### src/hw/touch_output_pkg.sv
// Purpose: shared constants and types for the touch button output control block
// Assumes: 200 MHz system clock, strap levels arrive already classified
// Notes:   times are kept in ms; cycle counts derive from the clock period
package touch_output_pkg;
   // clock and time base
   localparam int CLK_PERIOD_PS  = 5000;
   localparam int MS_PS          = 1000000000;
   localparam int MS_CYCLES_DEF  = MS_PS / CLK_PERIOD_PS;
   localparam int MS_W           = 18;
   // feature times in ms, channel count
   localparam int PULSE_MS       = 5;
   localparam int POST_NORMAL_MS = 350;
   localparam int POST_HIGH_MS   = 1000;
   localparam int STEP_MS        = 20;
   localparam int ONTIME_STEPS   = 50;
   localparam int ONTIME_MS      = STEP_MS * ONTIME_STEPS;
   localparam int AUTORESET_MS   = 20000;
   localparam int SCAN_SLOW_MS   = 298;
   localparam int SCAN_FAST_MS   = 210;
   localparam int NCH            = 10;
   // classified strap levels
   typedef enum logic [2:0] {
      STRAP_GND = 3'h0, STRAP_VDD = 3'h1, STRAP_R1K5 = 3'h2, STRAP_R1K8 = 3'h3,
      STRAP_R5K1 = 3'h4, STRAP_R8K3 = 3'h5, STRAP_R8K8 = 3'h6, STRAP_OPEN = 3'h7
   } strap_level_type;
   typedef struct packed {
      strap_level_type toggleSuppress;
      strap_level_type autoresetNoise;
      strap_level_type ledEffect;
      strap_level_type releaseDelay;
      strap_level_type firstButtonSense;
      strap_level_type scanPeriod;
   } strap_type;
   typedef struct packed {
      logic       lowSense;
      logic       scanSlow;
      logic       serialDebug;
      logic       onTimeEn;
      logic [1:0] effectSeq;
      logic       analogMode;
      logic       noiseHigh;
      logic       stuckTouchRelease;
      logic       flankSuppression;
      logic       toggleMode;
   } cfg_type;
   typedef enum logic [1:0] {
      ST_CAPTURE = 2'b00, ST_WAIT = 2'b01, ST_PULSE = 2'b11, ST_RUN = 2'b10
   } phase_type;
   // register map, byte addresses
   localparam logic [4:0]  ADDR_CFG_STATUS = 5'h00;
   localparam logic [4:0]  ADDR_BUTTONS    = 5'h04;
   localparam logic [4:0]  ADDR_CHAN_EN    = 5'h08;
   localparam logic [4:0]  ADDR_IRQ_STATUS = 5'h0C;
   localparam logic [4:0]  ADDR_IRQ_MASK   = 5'h10;
   localparam logic [9:0]  CHAN_EN_RST     = 10'h3FF;
   localparam logic [3:0]  IRQ_MASK_RST    = 4'h0;
   // interrupt event bits
   localparam int EV_POST_DONE = 0;
   localparam int EV_POST_FAIL = 1;
   localparam int EV_PRESS     = 2;
   localparam int EV_AUTOREL   = 3;
endpackage

### src/hw/touch_button_output_control.sv
// Purpose: output control of a ten channel touch button controller
// Assumes: touch detection and self-test run elsewhere; their flags are inputs
// Notes:   strap levels are classified outside; this block decodes them once
//
// How it works
// - straps sensed once after reset, settings decoded
// - grounded touch input never drives output
// - ten channels, indices zero to nine
// - each output follows its own input; under suppression the other inputs also count
// - output low while reported on, else high
// - failed self-test: one 5 ms pulse
// - toggle mode: each touch inverts held output
// - suppression, single detection: that button on
// - suppression, several: only previous one stays
// - 5.1k: suppression only; supply: toggle and suppression
// - 1.5k: autoreset normal; supply: autoreset high noise
// - 1.5k: effect one; ground: analog mode
// - backlight driven only in analog mode
// - 1.8k: 1000 ms on-time; ground: none
// - 8.8k: 298 ms scan; 8.3k: 210 ms
// - on-time after release, 20 ms steps
// - continuous touch released after 20 s
// - input shorted to ground at self-test disabled
//
// The Avalon-MM register port and the register addresses are this design's own decisions.
`timescale 1ns/1ps
module touch_button_output_control
   import touch_output_pkg::*;
#(
   parameter int MS_CYCLES = MS_CYCLES_DEF
) (
   // clock and reset
   input  wire logic              clk_sys,
   input  wire logic              rst_b,
   // straps and sensing front end
   input  wire strap_type         strapLevels,
   input  wire logic [NCH-1:0]    touchDetected,
   input  wire logic [NCH-1:0]    inputGrounded,
   input  wire logic [NCH-1:0]    selfTestFail,
   // button, backlight and interrupt pins
   output logic      [NCH-1:0]    buttonOutN,
   output logic                   backlightOutN,
   output logic                   backlightOeN,
   output logic                   irq,
   // avalon-mm slave
   input  wire logic [4:0]        avs_address,
   input  wire logic              avs_read,
   input  wire logic              avs_write,
   input  wire logic [31:0]       avs_writedata,
   input  wire logic [3:0]        avs_byteenable,
   output logic      [31:0]       avs_readdata,
   output logic                   avs_waitrequest
);
   localparam logic [MS_W-1:0] MS_LAST = MS_W'(MS_CYCLES - 1);

   phase_type            state_ff;
   cfg_type              cfg_ff;
   logic [MS_W-1:0]      msCnt_ff;
   logic                 msTick;
   logic [10:0]          phaseMs_ff;
   logic [10:0]          postLast;
   logic [NCH-1:0]       enMask_ff;
   logic [NCH-1:0]       failMask_ff;
   logic [NCH-1:0]       chanEn_ff;
   logic [NCH-1:0]       det;
   logic [NCH-1:0]       active;
   logic                 single;
   logic [NCH-1:0]       nxt_rep;
   logic [NCH-1:0]       rep_ff;
   logic [NCH-1:0]       pressVec;
   logic [NCH-1:0]       releaseVec;
   logic [NCH-1:0]       held_ff;
   logic [NCH-1:0]       arTrip_ff;
   logic [NCH-1:0]       arNew;
   logic [NCH-1:0]       holdMask_ff;
   logic [10:0]          holdMs_ff;
   logic [NCH-1:0]       nxt_low;
   logic [NCH-1:0]       buttonOutN_ff;
   logic                 backlightOutN_ff;
   logic                 backlightOeN_ff;
   logic [3:0]           irqStatus_ff;
   logic [3:0]           irqMask_ff;
   logic [3:0]           events;
   logic                 irq_ff;
   logic [31:0]          readdata_ff;
   logic                 waitreq_ff;
   logic [31:0]          nxt_readdata;
   logic                 wrDone;
   logic [15:0]          laneMask;

   assign buttonOutN      = buttonOutN_ff;
   assign backlightOutN   = backlightOutN_ff;
   assign backlightOeN    = backlightOeN_ff;
   assign irq             = irq_ff;
   assign avs_readdata    = readdata_ff;
   assign avs_waitrequest = waitreq_ff;

   // decode of the classified strap levels; unlisted levels fall back to off
   function automatic cfg_type decode_straps(input strap_type s);
      cfg_type c;
      c = '0;
      case (s.toggleSuppress)
         STRAP_R5K1: c.flankSuppression = 1'b1;
         STRAP_VDD: begin
            c.toggleMode       = 1'b1;
            c.flankSuppression = 1'b1;
         end
         default: c.flankSuppression = 1'b0;
      endcase
      case (s.autoresetNoise)
         STRAP_R1K5: c.stuckTouchRelease = 1'b1;
         STRAP_VDD: begin
            c.stuckTouchRelease = 1'b1;
            c.noiseHigh         = 1'b1;
         end
         default: c.stuckTouchRelease = 1'b0;
      endcase
      case (s.ledEffect)
         STRAP_R1K5: c.effectSeq = 2'h1;
         STRAP_GND:  c.analogMode = 1'b1;
         default:    c.effectSeq = 2'h0;
      endcase
      c.onTimeEn    = (s.releaseDelay == STRAP_R1K8);
      c.serialDebug = 1'b0;
      c.scanSlow    = (s.scanPeriod == STRAP_R8K8);
      c.lowSense    = (s.firstButtonSense == STRAP_VDD);
      return c;
   endfunction

   // millisecond time base; long counts stay in ms so the cycle count is small
   assign msTick = (msCnt_ff == MS_LAST);
   always_ff @(posedge clk_sys or negedge rst_b) begin
      if (!rst_b) begin
         msCnt_ff <= '0;
      end else if (msTick) begin
         msCnt_ff <= '0;
      end else begin
         msCnt_ff <= msCnt_ff + 1'b1;
      end
   end

   assign postLast = cfg_ff.noiseHigh ? 11'(POST_HIGH_MS - 1) : 11'(POST_NORMAL_MS - 1);

   // power-on sequence: capture straps, wait, diagnostic pulse, run
   always_ff @(posedge clk_sys or negedge rst_b) begin
      if (!rst_b) begin
         state_ff    <= ST_CAPTURE;
         phaseMs_ff  <= '0;
         cfg_ff      <= '0;
         enMask_ff   <= '0;
         failMask_ff <= '0;
      end else begin
         case (state_ff)
            ST_CAPTURE: begin
               cfg_ff      <= decode_straps(strapLevels);
               enMask_ff   <= ~inputGrounded & ~selfTestFail;
               failMask_ff <= selfTestFail & ~inputGrounded;
               phaseMs_ff  <= '0;
               state_ff    <= ST_WAIT;
            end
            ST_WAIT: begin
               if (msTick) begin
                  if (phaseMs_ff == postLast) begin
                     phaseMs_ff <= '0;
                     state_ff   <= ST_PULSE;
                  end else begin
                     phaseMs_ff <= phaseMs_ff + 1'b1;
                  end
               end
            end
            ST_PULSE: begin
               if (msTick) begin
                  if (phaseMs_ff == 11'(PULSE_MS - 1)) begin
                     phaseMs_ff <= '0;
                     state_ff   <= ST_RUN;
                  end else begin
                     phaseMs_ff <= phaseMs_ff + 1'b1;
                  end
               end
            end
            ST_RUN:  state_ff <= ST_RUN;
            default: state_ff <= ST_CAPTURE;
         endcase
      end
   end

   // detection gated per channel, then flank suppression
   assign det    = touchDetected & enMask_ff & chanEn_ff & {NCH{state_ff == ST_RUN}};
   assign active = det & ~arTrip_ff;
   assign single = (active != '0) && ((active & (active - 1'b1)) == '0);
   always_comb begin
      if (!cfg_ff.flankSuppression || single) begin
         nxt_rep = active;
      end else begin
         nxt_rep = rep_ff & active;
      end
   end
   assign pressVec   = nxt_rep & ~rep_ff;
   assign releaseVec = rep_ff & ~nxt_rep & ~arTrip_ff & ~arNew;

   always_ff @(posedge clk_sys or negedge rst_b) begin
      if (!rst_b) begin
         rep_ff  <= '0;
         held_ff <= '0;
      end else begin
         rep_ff  <= nxt_rep;
         held_ff <= held_ff ^ (pressVec & {NCH{cfg_ff.toggleMode}});
      end
   end

   // per channel auto release of a stuck touch
   genvar gi;
   generate
      for (gi = 0; gi < NCH; gi++) begin : g_ch
         logic [14:0] touchMs_ff;
         // one tick past the period: the first tick may land anywhere in the first ms
         assign arNew[gi] = msTick && touchMs_ff == 15'(AUTORESET_MS) && !arTrip_ff[gi];
         always_ff @(posedge clk_sys or negedge rst_b) begin
            if (!rst_b) begin
               touchMs_ff    <= '0;
               arTrip_ff[gi] <= 1'b0;
            end else if (!cfg_ff.stuckTouchRelease || !det[gi]) begin
               touchMs_ff    <= '0;
               arTrip_ff[gi] <= 1'b0;
            end else if (arNew[gi]) begin
               arTrip_ff[gi] <= 1'b1;
            end else if (msTick && !arTrip_ff[gi]) begin
               touchMs_ff <= touchMs_ff + 1'b1;
            end
         end
      end
   endgenerate

   // on-time after release, only for the most recently released button
   always_ff @(posedge clk_sys or negedge rst_b) begin
      if (!rst_b) begin
         holdMask_ff <= '0;
         holdMs_ff   <= '0;
      end else if (releaseVec != '0 && cfg_ff.onTimeEn && !cfg_ff.toggleMode) begin
         holdMask_ff <= releaseVec;
         holdMs_ff   <= '0;
      end else if (holdMask_ff != '0 && msTick) begin
         if (holdMs_ff == 11'(ONTIME_MS)) begin                   // never short of the on-time
            holdMask_ff <= '0;
            holdMs_ff   <= '0;
         end else begin
            holdMs_ff <= holdMs_ff + 1'b1;
         end
      end
   end

   always_comb begin
      if (state_ff == ST_PULSE) begin
         nxt_low = failMask_ff;
      end else if (state_ff != ST_RUN) begin
         nxt_low = '0;
      end else if (cfg_ff.toggleMode) begin
         nxt_low = held_ff & enMask_ff & chanEn_ff;
      end else begin
         nxt_low = rep_ff | (holdMask_ff & ~nxt_rep & ~active);
      end
   end

   // active low pins; backlight only exists in analog mode
   always_ff @(posedge clk_sys or negedge rst_b) begin
      if (!rst_b) begin
         buttonOutN_ff    <= '1;
         backlightOutN_ff <= 1'b1;
         backlightOeN_ff  <= 1'b1;
      end else begin
         buttonOutN_ff    <= ~nxt_low;
         backlightOutN_ff <= ~(cfg_ff.analogMode && rep_ff != '0);
         backlightOeN_ff  <= ~cfg_ff.analogMode;
      end
   end

   // sticky events, set wins over a write-one clear in the same cycle
   assign events[EV_POST_DONE] = (state_ff == ST_PULSE) && msTick && phaseMs_ff == 11'(PULSE_MS - 1);
   assign events[EV_POST_FAIL] = (state_ff == ST_CAPTURE) && ((selfTestFail & ~inputGrounded) != '0);
   assign events[EV_PRESS]     = pressVec != '0;
   assign events[EV_AUTOREL]   = arNew != '0;
   assign wrDone   = avs_write && !waitreq_ff;
   assign laneMask = {{8{avs_byteenable[1]}}, {8{avs_byteenable[0]}}};

   always_ff @(posedge clk_sys or negedge rst_b) begin
      if (!rst_b) begin
         irqStatus_ff <= '0;
      end else if (wrDone && avs_address == ADDR_IRQ_STATUS) begin
         irqStatus_ff <= (irqStatus_ff & ~(avs_writedata[3:0] & laneMask[3:0])) | events;
      end else begin
         irqStatus_ff <= irqStatus_ff | events;
      end
   end

   always_ff @(posedge clk_sys or negedge rst_b) begin
      if (!rst_b) begin
         irqMask_ff <= IRQ_MASK_RST;
         chanEn_ff  <= CHAN_EN_RST;
      end else if (wrDone) begin
         if (avs_address == ADDR_IRQ_MASK) begin
            irqMask_ff <= (irqMask_ff & ~laneMask[3:0]) | (avs_writedata[3:0] & laneMask[3:0]);
         end
         if (avs_address == ADDR_CHAN_EN) begin
            chanEn_ff <= (chanEn_ff & ~laneMask[9:0]) | (avs_writedata[9:0] & laneMask[9:0]);
         end
      end
   end

   always_ff @(posedge clk_sys or negedge rst_b) begin
      if (!rst_b) begin
         irq_ff <= 1'b0;
      end else begin
         irq_ff <= (irqStatus_ff & irqMask_ff) != '0;
      end
   end

   // one wait cycle per access; unmapped addresses read zero
   always_comb begin
      case (avs_address)
         ADDR_CFG_STATUS: nxt_readdata = {18'h0, state_ff, 1'b0, cfg_ff};
         ADDR_BUTTONS:    nxt_readdata = {6'h0, enMask_ff, 6'h0, ~buttonOutN_ff};
         ADDR_CHAN_EN:    nxt_readdata = {22'h0, chanEn_ff};
         ADDR_IRQ_STATUS: nxt_readdata = {28'h0, irqStatus_ff};
         ADDR_IRQ_MASK:   nxt_readdata = {28'h0, irqMask_ff};
         default:         nxt_readdata = 32'h0;
      endcase
   end

   always_ff @(posedge clk_sys or negedge rst_b) begin
      if (!rst_b) begin
         waitreq_ff  <= 1'b1;
         readdata_ff <= 32'h0;
      end else begin
         waitreq_ff <= !((avs_read || avs_write) && waitreq_ff);
         if (avs_read && waitreq_ff) begin
            readdata_ff <= nxt_readdata;
         end
      end
   end
endmodule

### config.mk
export PLATFORM = sky130hd
export DESIGN_NAME = touch_button_output_control
export DESIGN_NICKNAME = d
export VERILOG_FILES = /design/src/hw/touch_output_pkg.sv /design/src/hw/touch_button_output_control.sv
export SDC_FILE = /design/constraint.sdc
export NUM_CORES = 1
export LEC_CHECK = 0
export BUFFER_PORTS_ARGS = -buffer_cell sky130_fd_sc_hd__buf_2
export CELL_PAD_IN_SITES_DETAIL_PLACEMENT = 1
export CELL_PAD_IN_SITES_GLOBAL_PLACEMENT = 1
export CORE_MARGIN = 8
export CORE_UTILIZATION = 30
export DETAILED_ROUTE_END_ITERATION = 6
export HOLD_SLACK_MARGIN = 0.02
export PLACE_DENSITY = 0.69
export SLEW_MARGIN = 20
export SYNTH_ARGS = -nofsm -noshare
export SYNTH_HDL_FRONTEND = slang
export SYNTH_SLANG_ARGS = --single-unit
### constraint.sdc
create_clock -name clk_sys -period 2.72 [get_ports clk_sys]
set_input_delay 0.544 -clock clk_sys [delete_from_list [all_inputs] [get_ports clk_sys]]
set_output_delay 0.544 -clock clk_sys [all_outputs]
set_load 0.1 [all_outputs]
==> run metrics, run 1 <==
status finished with violations; failing checks setup timing; Buffers on Ports 105; Final #Nets 2156; DP Worst Slack -0.479 ns; WP data required 3.13 ns; R2R setup slack -0.46 ns; Reg2Reg Depth 13; Reg area 7940 sq um; Cell Area, Synth 15900 sq um; top cell type by total area after synthesis dfrtp_1; synth warn 0; post-synthesis register bit count around 320; GRT Resource Usage Total 0.161; skew final 0.0256 ns; Hold Fails Final Rpt 0; WL met3 around 1.6 mm; DP Area 18900 sq um; share of layout cells above drive strength 1 0.288; Die Width 246 um; Worst Setup End Kind register; Combinational Power Share 0.050; Syn Area/Cell 9.51 sq um; internal power roughly 7.9 mW; worst hold endpoint avs_waitrequest; largest fanout on the critical path 6; largest net degree at the start of global routing between 80 and 90; vias in the first global route 15200; Max Used Layer met4; Sw Ratio 0.239; routed length on met1 ~21 mm; Setup CP Type reg2reg; Post-Route WL around 50 mm; Gate Count Post-Synth 1667; Clock Tree Buf Depth 3; asr flop ratio synth 1.00; TritonCTS Sinks 316; r2r endpoint holdMs_ff[10]; fin crit share 1.17; hold depth 2; initial DRC count 617; Vias/cell 5.04; finished layout cell area 21000 sq um; Clk pwr share 0.483; Seq/Total Area, Yosys 0.501; # fillers approximately 6000; Hold Path Origin avs_read; CTS tree built; top cell type's share of synthesized area 0.462; Max Clk Rate 0.314 GHz; Area growth syn-to-layout 32.3%; # diodes 0; Final HPWL DP 35.8 mm; clk_lat worst skew 0.55 ns; final setup fails 29; measured slew at the worst slew-check pin 0.885 ns; routability congestion estimate a little over 0.8; met2 routed WL 25.9 mm; Worst Path Arrival 3.59 ns; Slew HR 0.409; htree depth 2; DRC 0; Die Area 60500 sq um; antenna viol nets, final 0; RSZ-0062 raised after global routing yes; NetSw 2.47 mW; Root Buffer Master clkbuf_16; Multi-input gate area 7980 sq um; r2r startpoint g_ch[5].touchMs_ff[1]; worst hold path type in2reg; final worst slack -0.463 ns; Die Y around 250 um; total CTS buffers 38; grt total ovfl 0; minimum clock period 3.18 ns; top_reg_cell synth dfrtp_1; first-pass GRT wire length 80.9 mm; I/O Pins 139; sequential share of power 0.467; Post-synth EDFFs 0; max-slew violation count 0; Cell Rows 84; pwr dens 492 nW/um^2; TritonRoute pass-1 iters 5; post-synthesis cell type count 73; clock slew at reported path FFs around 0.06 ns; initial core utilization 0.302; initial antenna violation count 0; Max Cap Violations 0; Leak 9.15 nW; core footprint roughly 52000 sq um; Max IR drop VDD 0.359 mV; top post-synthesis cells by area dfrtp_1 46%, nor2_1 5.2%, nand2_1 4.5%, xor2_1 4.3%, dfstp_2 3.8%; Vias around 14000; CP Launch Type register; Routed WL per cell 18.1 um
-- flip-flops by register name (all words and copies together) (netlist names), 11 cells and up, named ones only --
| name | count |
|---|---|
| g_ch.touchMs_ff | 150 |
| avs_readdata | 23 |
| msCnt_ff | 18 |
| holdMs_ff | 11 |
| phaseMs_ff | 11 |
-- layout make-up --
type                       instances  area share
multi-input combinational       1238       0.380
sequential                       316       0.378
timing repair buffer             382       0.131
clock buffer                      58      0.0537
tap                              688      0.0410
inverter                          62      0.0111
clock inverter                     8     0.00400
-- cells in the final DEF, fill, tap and decap left out, types with 46 or more instances in the layout --
cell type | Yosys | layout
a21oi_1 | 62 | 48
o21ai_0 | 95 | 94
nand2_1 | 191 | 185
nand3_1 | 68 | 61
buf_2 | 5 | 105
xor2_1 | 78 | 78
xnor2_1 | 61 | 60
nor2_1 | 218 | 213
nand4_1 | 46 | 46
buf_4 | 9 | 250
dfrtp_1 | 293 | 293
inv_1 | 62 | 62
-- cells by family after synthesis --
family / synth area share
simple gates: 0.241
buf+inv: 0.0324
fa+ha+maj: 0.0204
flops: 0.501
other cells: 0.000237
xor+xnor: 0.0778
compound gates: 0.106
mux: 0.0215
-- metrics by stage --
step / instances / hold slack, ns / TNS [ns] / power (mW) / util
after floorplan: 1675 / 0.248 / -4.15 / 5.13 / -
after global placement: 2651 / 0.457 / -10.44 / 5.40 / 0.360
after detailed placement: 2651 / 0.464 / -12.63 / 5.41 / 0.360
after CTS: 2737 / 0.138 / -8.80 / 10.5 / 0.389
after global routing: 2752 / 0.190 / -15.76 / 10.7 / 0.400
final: 2752 / 0.162 / -9.32 / 10.3 / 0.400
-- timing repair --
action / 4_1_cts / 5_1_grt
setup buffers: 20 / 19
cloned: 0 / 2
pin swaps: 11 / 50
endpoints found under the setup margin: 75 / 101
gates resized for setup: 34 / 109
hold buffers: 1 / 0
endpoints found under the hold margin: 35 / 0
-- how the worst max path moves through the flow --
stage                         end  cells past startpoint  slack (ns)             startpoint
finish              holdMs_ff[10]                     13       -0.46  g_ch[5].touchMs_ff[1]
global route        holdMs_ff[10]                     13       -0.61  g_ch[5].touchMs_ff[1]
CTS                 holdMs_ff[10]                     13       -0.48  g_ch[5].touchMs_ff[1]
detailed placement  holdMs_ff[10]                     13       -0.48  g_ch[5].touchMs_ff[1]
global placement     holdMs_ff[8]                     13       -0.43  g_ch[5].touchMs_ff[0]
floorplan            holdMs_ff[8]                     12       -0.27  g_ch[5].touchMs_ff[0]
-- power groups by stage --
stage / registers, mW / clock network (mW) / logic [mW]
floorplan: 4.95 / 0 / 0.184
global placement: 4.90 / 0 / 0.500
detailed placement: 4.90 / 0 / 0.509
CTS: 4.82 / 5.12 / 0.518
global route: 4.82 / 5.30 / 0.559
finish: 4.82 / 4.98 / 0.514
-- critical path, stage by stage (launching register included) --
cell and delay [ns]:
dfrtp_1 0.37, inv_1 0.06, ha_1 0.13, or4bb_4 0.54
nor4_4 0.29, a31oi_1 0.14, and3b_1 0.21, or4_4 0.50
o41ai_4 0.26, buf_4 0.20, buf_12 0.12, a21oi_2 0.05
xnor2_1 0.14, nor2_1 0.05
-- cell usage after synthesis, types with 19 or more instances --
library cell	count
or3_1	49
dfrtp_1	293
nor2_1	218
nand3_1	68
nand2_1	191
and3_1	27
ha_1	25
xnor2_1	61
inv_1	62
clkbuf_1	40
a21oi_1	62
o21ai_0	95
a22o_1	19
xor2_1	78
nor3_1	40
nand4_1	46
dfstp_2	23
o31ai_1	20
-- per-layer routing --
metal | GRT usage | up-vias
met4 | 0.0449 | 0
met3 | 0.0212 | 77
met5 | 0 | -
li1 | - | 6542
met1 | 0.198 | 7028
met2 | 0.291 | 211
Power figures use the tool's default switching activity.
==> run 2, diff against run 1 <==
--- a/config.mk
+++ b/config.mk
@@ -17,3 +17,4 @@
 export SYNTH_ARGS = -nofsm -noshare
 export SYNTH_HDL_FRONTEND = slang
 export SYNTH_SLANG_ARGS = --single-unit
+export TNS_END_PERCENT = 20
==> run 2 against run 1 <==
Net effect: the run still ends with setup timing left; sequential share of layout area is 0.88 points higher; global-route usage is 0.29 points lower; power is 0.62% lower; combinational power hardly changed; clock-buffer cell count stayed put; core utilization is 0.91 points lower; largest power group unchanged.
==> run metrics, run 2 (synthesis gave the netlist of run 1 again) <==
DP Worst Slack -0.498 ns (-0.0190 ns); Die Width 246 um (unchanged); Area growth syn-to-layout 29.3%; total CTS buffers 37 (-2.6%); GRT Resource Usage Total 0.158 (-0.00291); first-pass GRT wire length 78.5 mm (-3.0%); Die Y 246 um (unchanged); TritonRoute pass-1 iters 4 (-1); final worst slack -0.420 ns (+0.0430 ns); most frequent cells in the layout 293 x dfrtp_1, 227 x buf_4, 211 x nor2_1; commonest non-fill, non-tap cell in the layout dfrtp_1; clock slew at reported path FFs 0.06 ns (about the same); routability congestion estimate 0.852 (+2.7%); initial DRC count 688 (+12%); worst hold path type in2reg; skew final 0.0249 ns (-0.000700 ns); Routed WL per cell 18.0 um (-0.23%); failing checks setup timing; RSZ-0062 raised after global routing yes; Final HPWL DP 35.8 mm (-0.11%); CTS tree built; core footprint 52400 sq um (unchanged); Worst Setup End Kind register; Hold Fails Final Rpt 0 (unchanged); Final #Nets 2123 (-1.5%); htree depth 2 (unchanged); met1 GRT Util 0.201 (+0.00293); WP data required 3.14 ns (about the same); I/O Pins 139 (unchanged); DRC 0 (unchanged); Post-Route WL 49.1 mm (-1.4%); Setup TNS -8.13 ns (+1.19 ns); Leak 8.90 nW (-2.8%); fin crit share 1.15 (-0.0158); met3 Track Usage GR 0.0262 (+0.00500); Max Cap Violations 0 (unchanged); Slew HR 0.366 (-0.0423); Cell Rows 84 (unchanged); measured slew at the worst slew-check pin 0.948 ns (+0.0637 ns); final setup fails 30 (+3.4%); # diodes 0 (unchanged); Setup CP Type reg2reg; CP Launch Type register; worst hold slack 0.160 ns (-0.00130 ns); initial antenna violation count 0 (unchanged); fin util 0.391 (-0.00909); largest net degree at the start of global routing 59 (-29%); Root Buffer Master clkbuf_16; Buffers on Ports 105 (unchanged); Vias/cell 5.08 (+0.97%); status finished with violations; Max Clk Rate 0.318 GHz (+1.4%); clk_lat worst skew 0.56 ns (about the same); max-slew violation count 0 (unchanged); Die Area 60500 sq um (unchanged); grt total ovfl 0 (unchanged); max reg flops 150 (unchanged); minimum clock period 3.14 ns (-0.0430 ns); TritonCTS Sinks 316 (unchanged); Clock Tree Buf Depth 3 (unchanged); GR peak layer met2; vias in the first global route 14900 (-2.1%); Vias 13800 (-0.20%); antenna viol nets, final 0 (unchanged); # fillers 6034 (+0.32%); largest fanout on the critical path 5 (-1); share of layout cells above drive strength 1 0.262 (-0.0255); pwr dens 500 nW/um^2 (+1.7%); Max IR drop VDD 0.373 mV (+3.9%); initial core utilization 0.302 (unchanged); met2 usage 0.270 (-0.0209); Worst Path Arrival 3.56 ns (-0.03 ns); largest reg by FF count g_ch.touchMs_ff
run 2: cell count changes in the layout (fill, tap and decap cells not counted), moves of 4 or more:
cell     change
nor3_2       -6
a21oi_2      -6
buf_6        -7
or3_4       -10
nor3_1       +9
nor2_2       +4
a21oi_1      +6
buf_4       -23
or3_1       +10
run 2: path summary, 6_finish.rpt:
| check | from | end | slack (ns) | cells past startpoint |
|---|---|---|---|---|
| max | g_ch[5].touchMs_ff[1] | holdMs_ff[3] | -0.42 | 12 |
| min | avs_write | avs_waitrequest | 0.16 | 2 |
| max reg2reg | g_ch[5].touchMs_ff[1] | holdMs_ff[3] | -0.42 | 12 |
| min reg2reg | held_ff[2] | held_ff[2] | 0.47 | 1 |
| max in group asynchronous | rst_b | asynchronous set/reset pin | 1.39 | 3 |
| min in group asynchronous | rst_b | g_ch[9].touchMs_ff[9] | 0.53 | 2 |
run 2: timing repair:
| action | in CTS | in global routing |
|---|---|---|
| cloned | 1 | 1 |
| setup buffers | 4 | 9 |
| pin swaps | 4 | 26 |
| setup endpoints to repair | 88 | 113 |
| hold buffers | 1 | 0 |
| hold endpoints to repair | 45 | 0 |
| gates resized for setup | 24 | 76 |
run 2: where the power goes:
part	internal [mW]	leakage, nW	total [mW]	switching [mW]
Clock	2.86	0.574	4.92	2.06
Sequential	4.77	4.25	4.82	0.0527
Combinational	0.139	4.07	0.513	0.374
run 2: final cells by class:
cell class	instances	area [sq um]	area share
Clock buffer	58	1090	0.0534
Inverter	62	233	0.0114
Multi-Input combinational cell	1237	7800	0.381
Sequential cell	316	7940	0.387
Tap cell	688	861	0.0420
Timing Repair Buffer	351	2490	0.121
Clock inverter	8	78.8	0.00385
run 2: per-stage QoR:
stage	instances	cell area (sq um)	power, mW
floorplan	1675	15900	5.13
finish	2720	20500	10.3
detailed placement	2639	18800	5.42
global placement	2639	18800	5.40
CTS	2711	20100	10.4
global route	2720	20500	10.6
run 2: metal layers:
metal / wire, um / vias to the layer above
met5: 0 / -
met4: 1470 / 0
met3: 1520 / 91
met2: 24600 / 193
met1: 21500 / 7083
li1: - / 6463
run 2: critical path: stages (launching register included):
cell	delay, ns
dfrtp_1	0.39
inv_1	0.07
ha_1	0.15
or4bb_4	0.47
nor4_4	0.30
a31oi_2	0.14
and3b_1	0.20
or4_4	0.51
o41ai_4	0.31
buf_6	0.18
a21oi_1	0.08
xnor2_1	0.17
nor2_1	0.06
==> run 3, diff against run 2 <==
--- a/config.mk
+++ b/config.mk
@@ -12,6 +12,7 @@
 export CORE_UTILIZATION = 30
 export DETAILED_ROUTE_END_ITERATION = 6
 export HOLD_SLACK_MARGIN = 0.02
+export MAX_ROUTING_LAYER = met4
 export PLACE_DENSITY = 0.69
 export SLEW_MARGIN = 20
 export SYNTH_ARGS = -nofsm -noshare
==> run 3 against run 2 <==
Net effect: the run still ends with setup timing left; cell count unchanged; non-clock buffer count unchanged; design area unchanged; worst setup slack got worse by 0.0090 ns; via count is essentially flat; first-iteration DRC count is 0.44% lower; largest cell class unchanged; highest routed layer unchanged.
==> run metrics, run 3 (synthesis gave the netlist of run 1 again) <==
status finished with violations; most frequent cells in the layout 293 x dfrtp_1, 227 x buf_4, 211 x nor2_1; Vias/cell 5.08 (about the same); Final HPWL DP 35.8 mm (unchanged); Reg area 7940 sq um (unchanged); largest fanout on the critical path 5 (unchanged); max-slew violation count 0 (unchanged); DRC 0 (unchanged); CP Launch Type register; initial antenna violation count 0 (unchanged); largest net degree at the start of global routing 59 (unchanged); Slew HR 0.369 (+0.00311); clock slew at reported path FFs 0.06 ns (about the same); initial DRC count 685 (-0.44%); htree depth 2 (unchanged); # diodes 0 (unchanged); routability congestion estimate 0.865 (+1.6%); GRT Resource Usage Total 0.163 (+0.00461); failing checks setup timing; Multi-input gate area 7800 sq um (unchanged); total CTS buffers 37 (unchanged); Max Clk Rate 0.318 GHz (-0.29%); Leak 8.90 nW (unchanged); minimum clock period 3.15 ns (+0.00904 ns); Max IR drop VDD 0.373 mV (about the same); Setup CP Type reg2reg; Cell Rows 84 (unchanged); clk_lat worst skew 0.56 ns (about the same); skew final 0.0243 ns (-0.000523 ns); Area growth syn-to-layout 29.3% (unchanged); antenna viol nets, final 0 (unchanged); final worst slack -0.429 ns (-0.00904 ns); TritonRoute pass-1 iters 5 (+1); measured slew at the worst slew-check pin 0.944 ns (-0.00466 ns); core footprint 52400 sq um (unchanged); Die Area 60500 sq um (unchanged); Worst Setup End Kind register; final setup fails 31 (+3.3%); # fillers 6034 (unchanged); commonest non-fill, non-tap cell in the layout dfrtp_1; Post-Route WL 49.1 mm (about the same); Die Y 246 um (unchanged); worst hold path type in2reg; Buffers on Ports 105 (unchanged); Vias 13800 (-0.080%); first-pass GRT wire length 78.4 mm (about the same); CTS tree built; pwr dens 500 nW/um^2 (about the same); Hold Fails Final Rpt 0 (unchanged); largest reg by FF count g_ch.touchMs_ff; TritonCTS Sinks 316 (unchanged); WP data required 3.14 ns (about the same); Setup TNS -8.43 ns (-0.297 ns); Root Buffer Master clkbuf_16; total power 10.3 mW (about the same); Clock Tree Buf Depth 3 (unchanged); grt total ovfl 0 (unchanged); I/O Pins 139 (unchanged); RSZ-0062 raised after global routing yes; initial core utilization 0.302 (unchanged); Final #Nets 2123 (unchanged); share of layout cells above drive strength 1 0.262 (unchanged); max reg flops 150 (unchanged); Worst Path Arrival 3.57 ns (about the same); Routed WL per cell 18.1 um (about the same); fin crit share 1.16 (+0.00332); Die Width 246 um (unchanged); Max Cap Violations 0 (unchanged); vias in the first global route 14900 (+0.047%)
## run 3: power by group
| group | switching [mW] | internal [mW] |
|---|---|---|
| Sequential | 0.0531 | 4.77 |
| Clock | 2.06 | 2.86 |
| Combinational | 0.373 | 0.139 |
## run 3: area by class of cell
| type | instances | share of cell area |
|---|---|---|
| sequential | 316 | 0.387 |
| multi-input combinational | 1237 | 0.381 |
| timing repair buffer | 351 | 0.121 |
| clock buffer | 58 | 0.0534 |
| tap | 688 | 0.0420 |
| inverter | 62 | 0.0114 |
| clock inverter | 8 | 0.00385 |
## run 3: through the flow
stage | instance area [sq um] | setup slack (ns) | instances | hold WS [ns] | util
after detailed placement | 18800 | -0.498 | 2639 | 0.462 | 0.358
after global placement | 18800 | -0.388 | 2639 | 0.459 | 0.358
after floorplan | 15900 | -0.266 | 1675 | 0.248 | -
final | 20500 | -0.429 | 2720 | 0.161 | 0.391
after global routing | 20500 | -0.589 | 2720 | 0.141 | 0.391
after CTS | 20100 | -0.458 | 2711 | 0.123 | 0.383
## run 3: path summary, 6_finish.rpt
kind	startpoint	cells past startpoint	to	slack, ns
worst max-delay path	g_ch[5].touchMs_ff[1]	12	holdMs_ff[3]	-0.43
worst min-delay path	avs_write	2	avs_waitrequest	0.16
worst max register to register	g_ch[5].touchMs_ff[1]	12	holdMs_ff[3]	-0.43
worst min register to register	held_ff[2]	1	held_ff[2]	0.47
max in group asynchronous	rst_b	3	asynchronous set/reset pin	1.39
min in group asynchronous	rst_b	2	g_ch[9].touchMs_ff[9]	0.53
## run 3: critical path, cell delays in order, from the launching register on
cell and delay, ns:
dfrtp_1 0.39, inv_1 0.07, ha_1 0.15, or4bb_4 0.47
nor4_4 0.30, a31oi_2 0.14, and3b_1 0.20, or4_4 0.51
o41ai_4 0.32, buf_6 0.18, a21oi_1 0.08, xnor2_1 0.17
nor2_1 0.06
## run 3: timing repair
action / CTS / global route
buffers inserted: 4 / 9
pin swaps: 4 / 26
setup endpoints to repair: 88 / 113
hold endpoints to repair: 45 / 0
hold buffers: 1 / 0
gates resized for setup: 24 / 76
gates cloned: 1 / 1
## run 3: metal layers
metal  share of wire  GRT usage  vias up  wire (um)
met3           0.030     0.0261       95       1490
met1            0.44      0.201     7073      21500
met4           0.030     0.0523        0       1460
li1                -          -     6466          -
met2            0.50      0.270      185      24600
met5               0          -        -          0
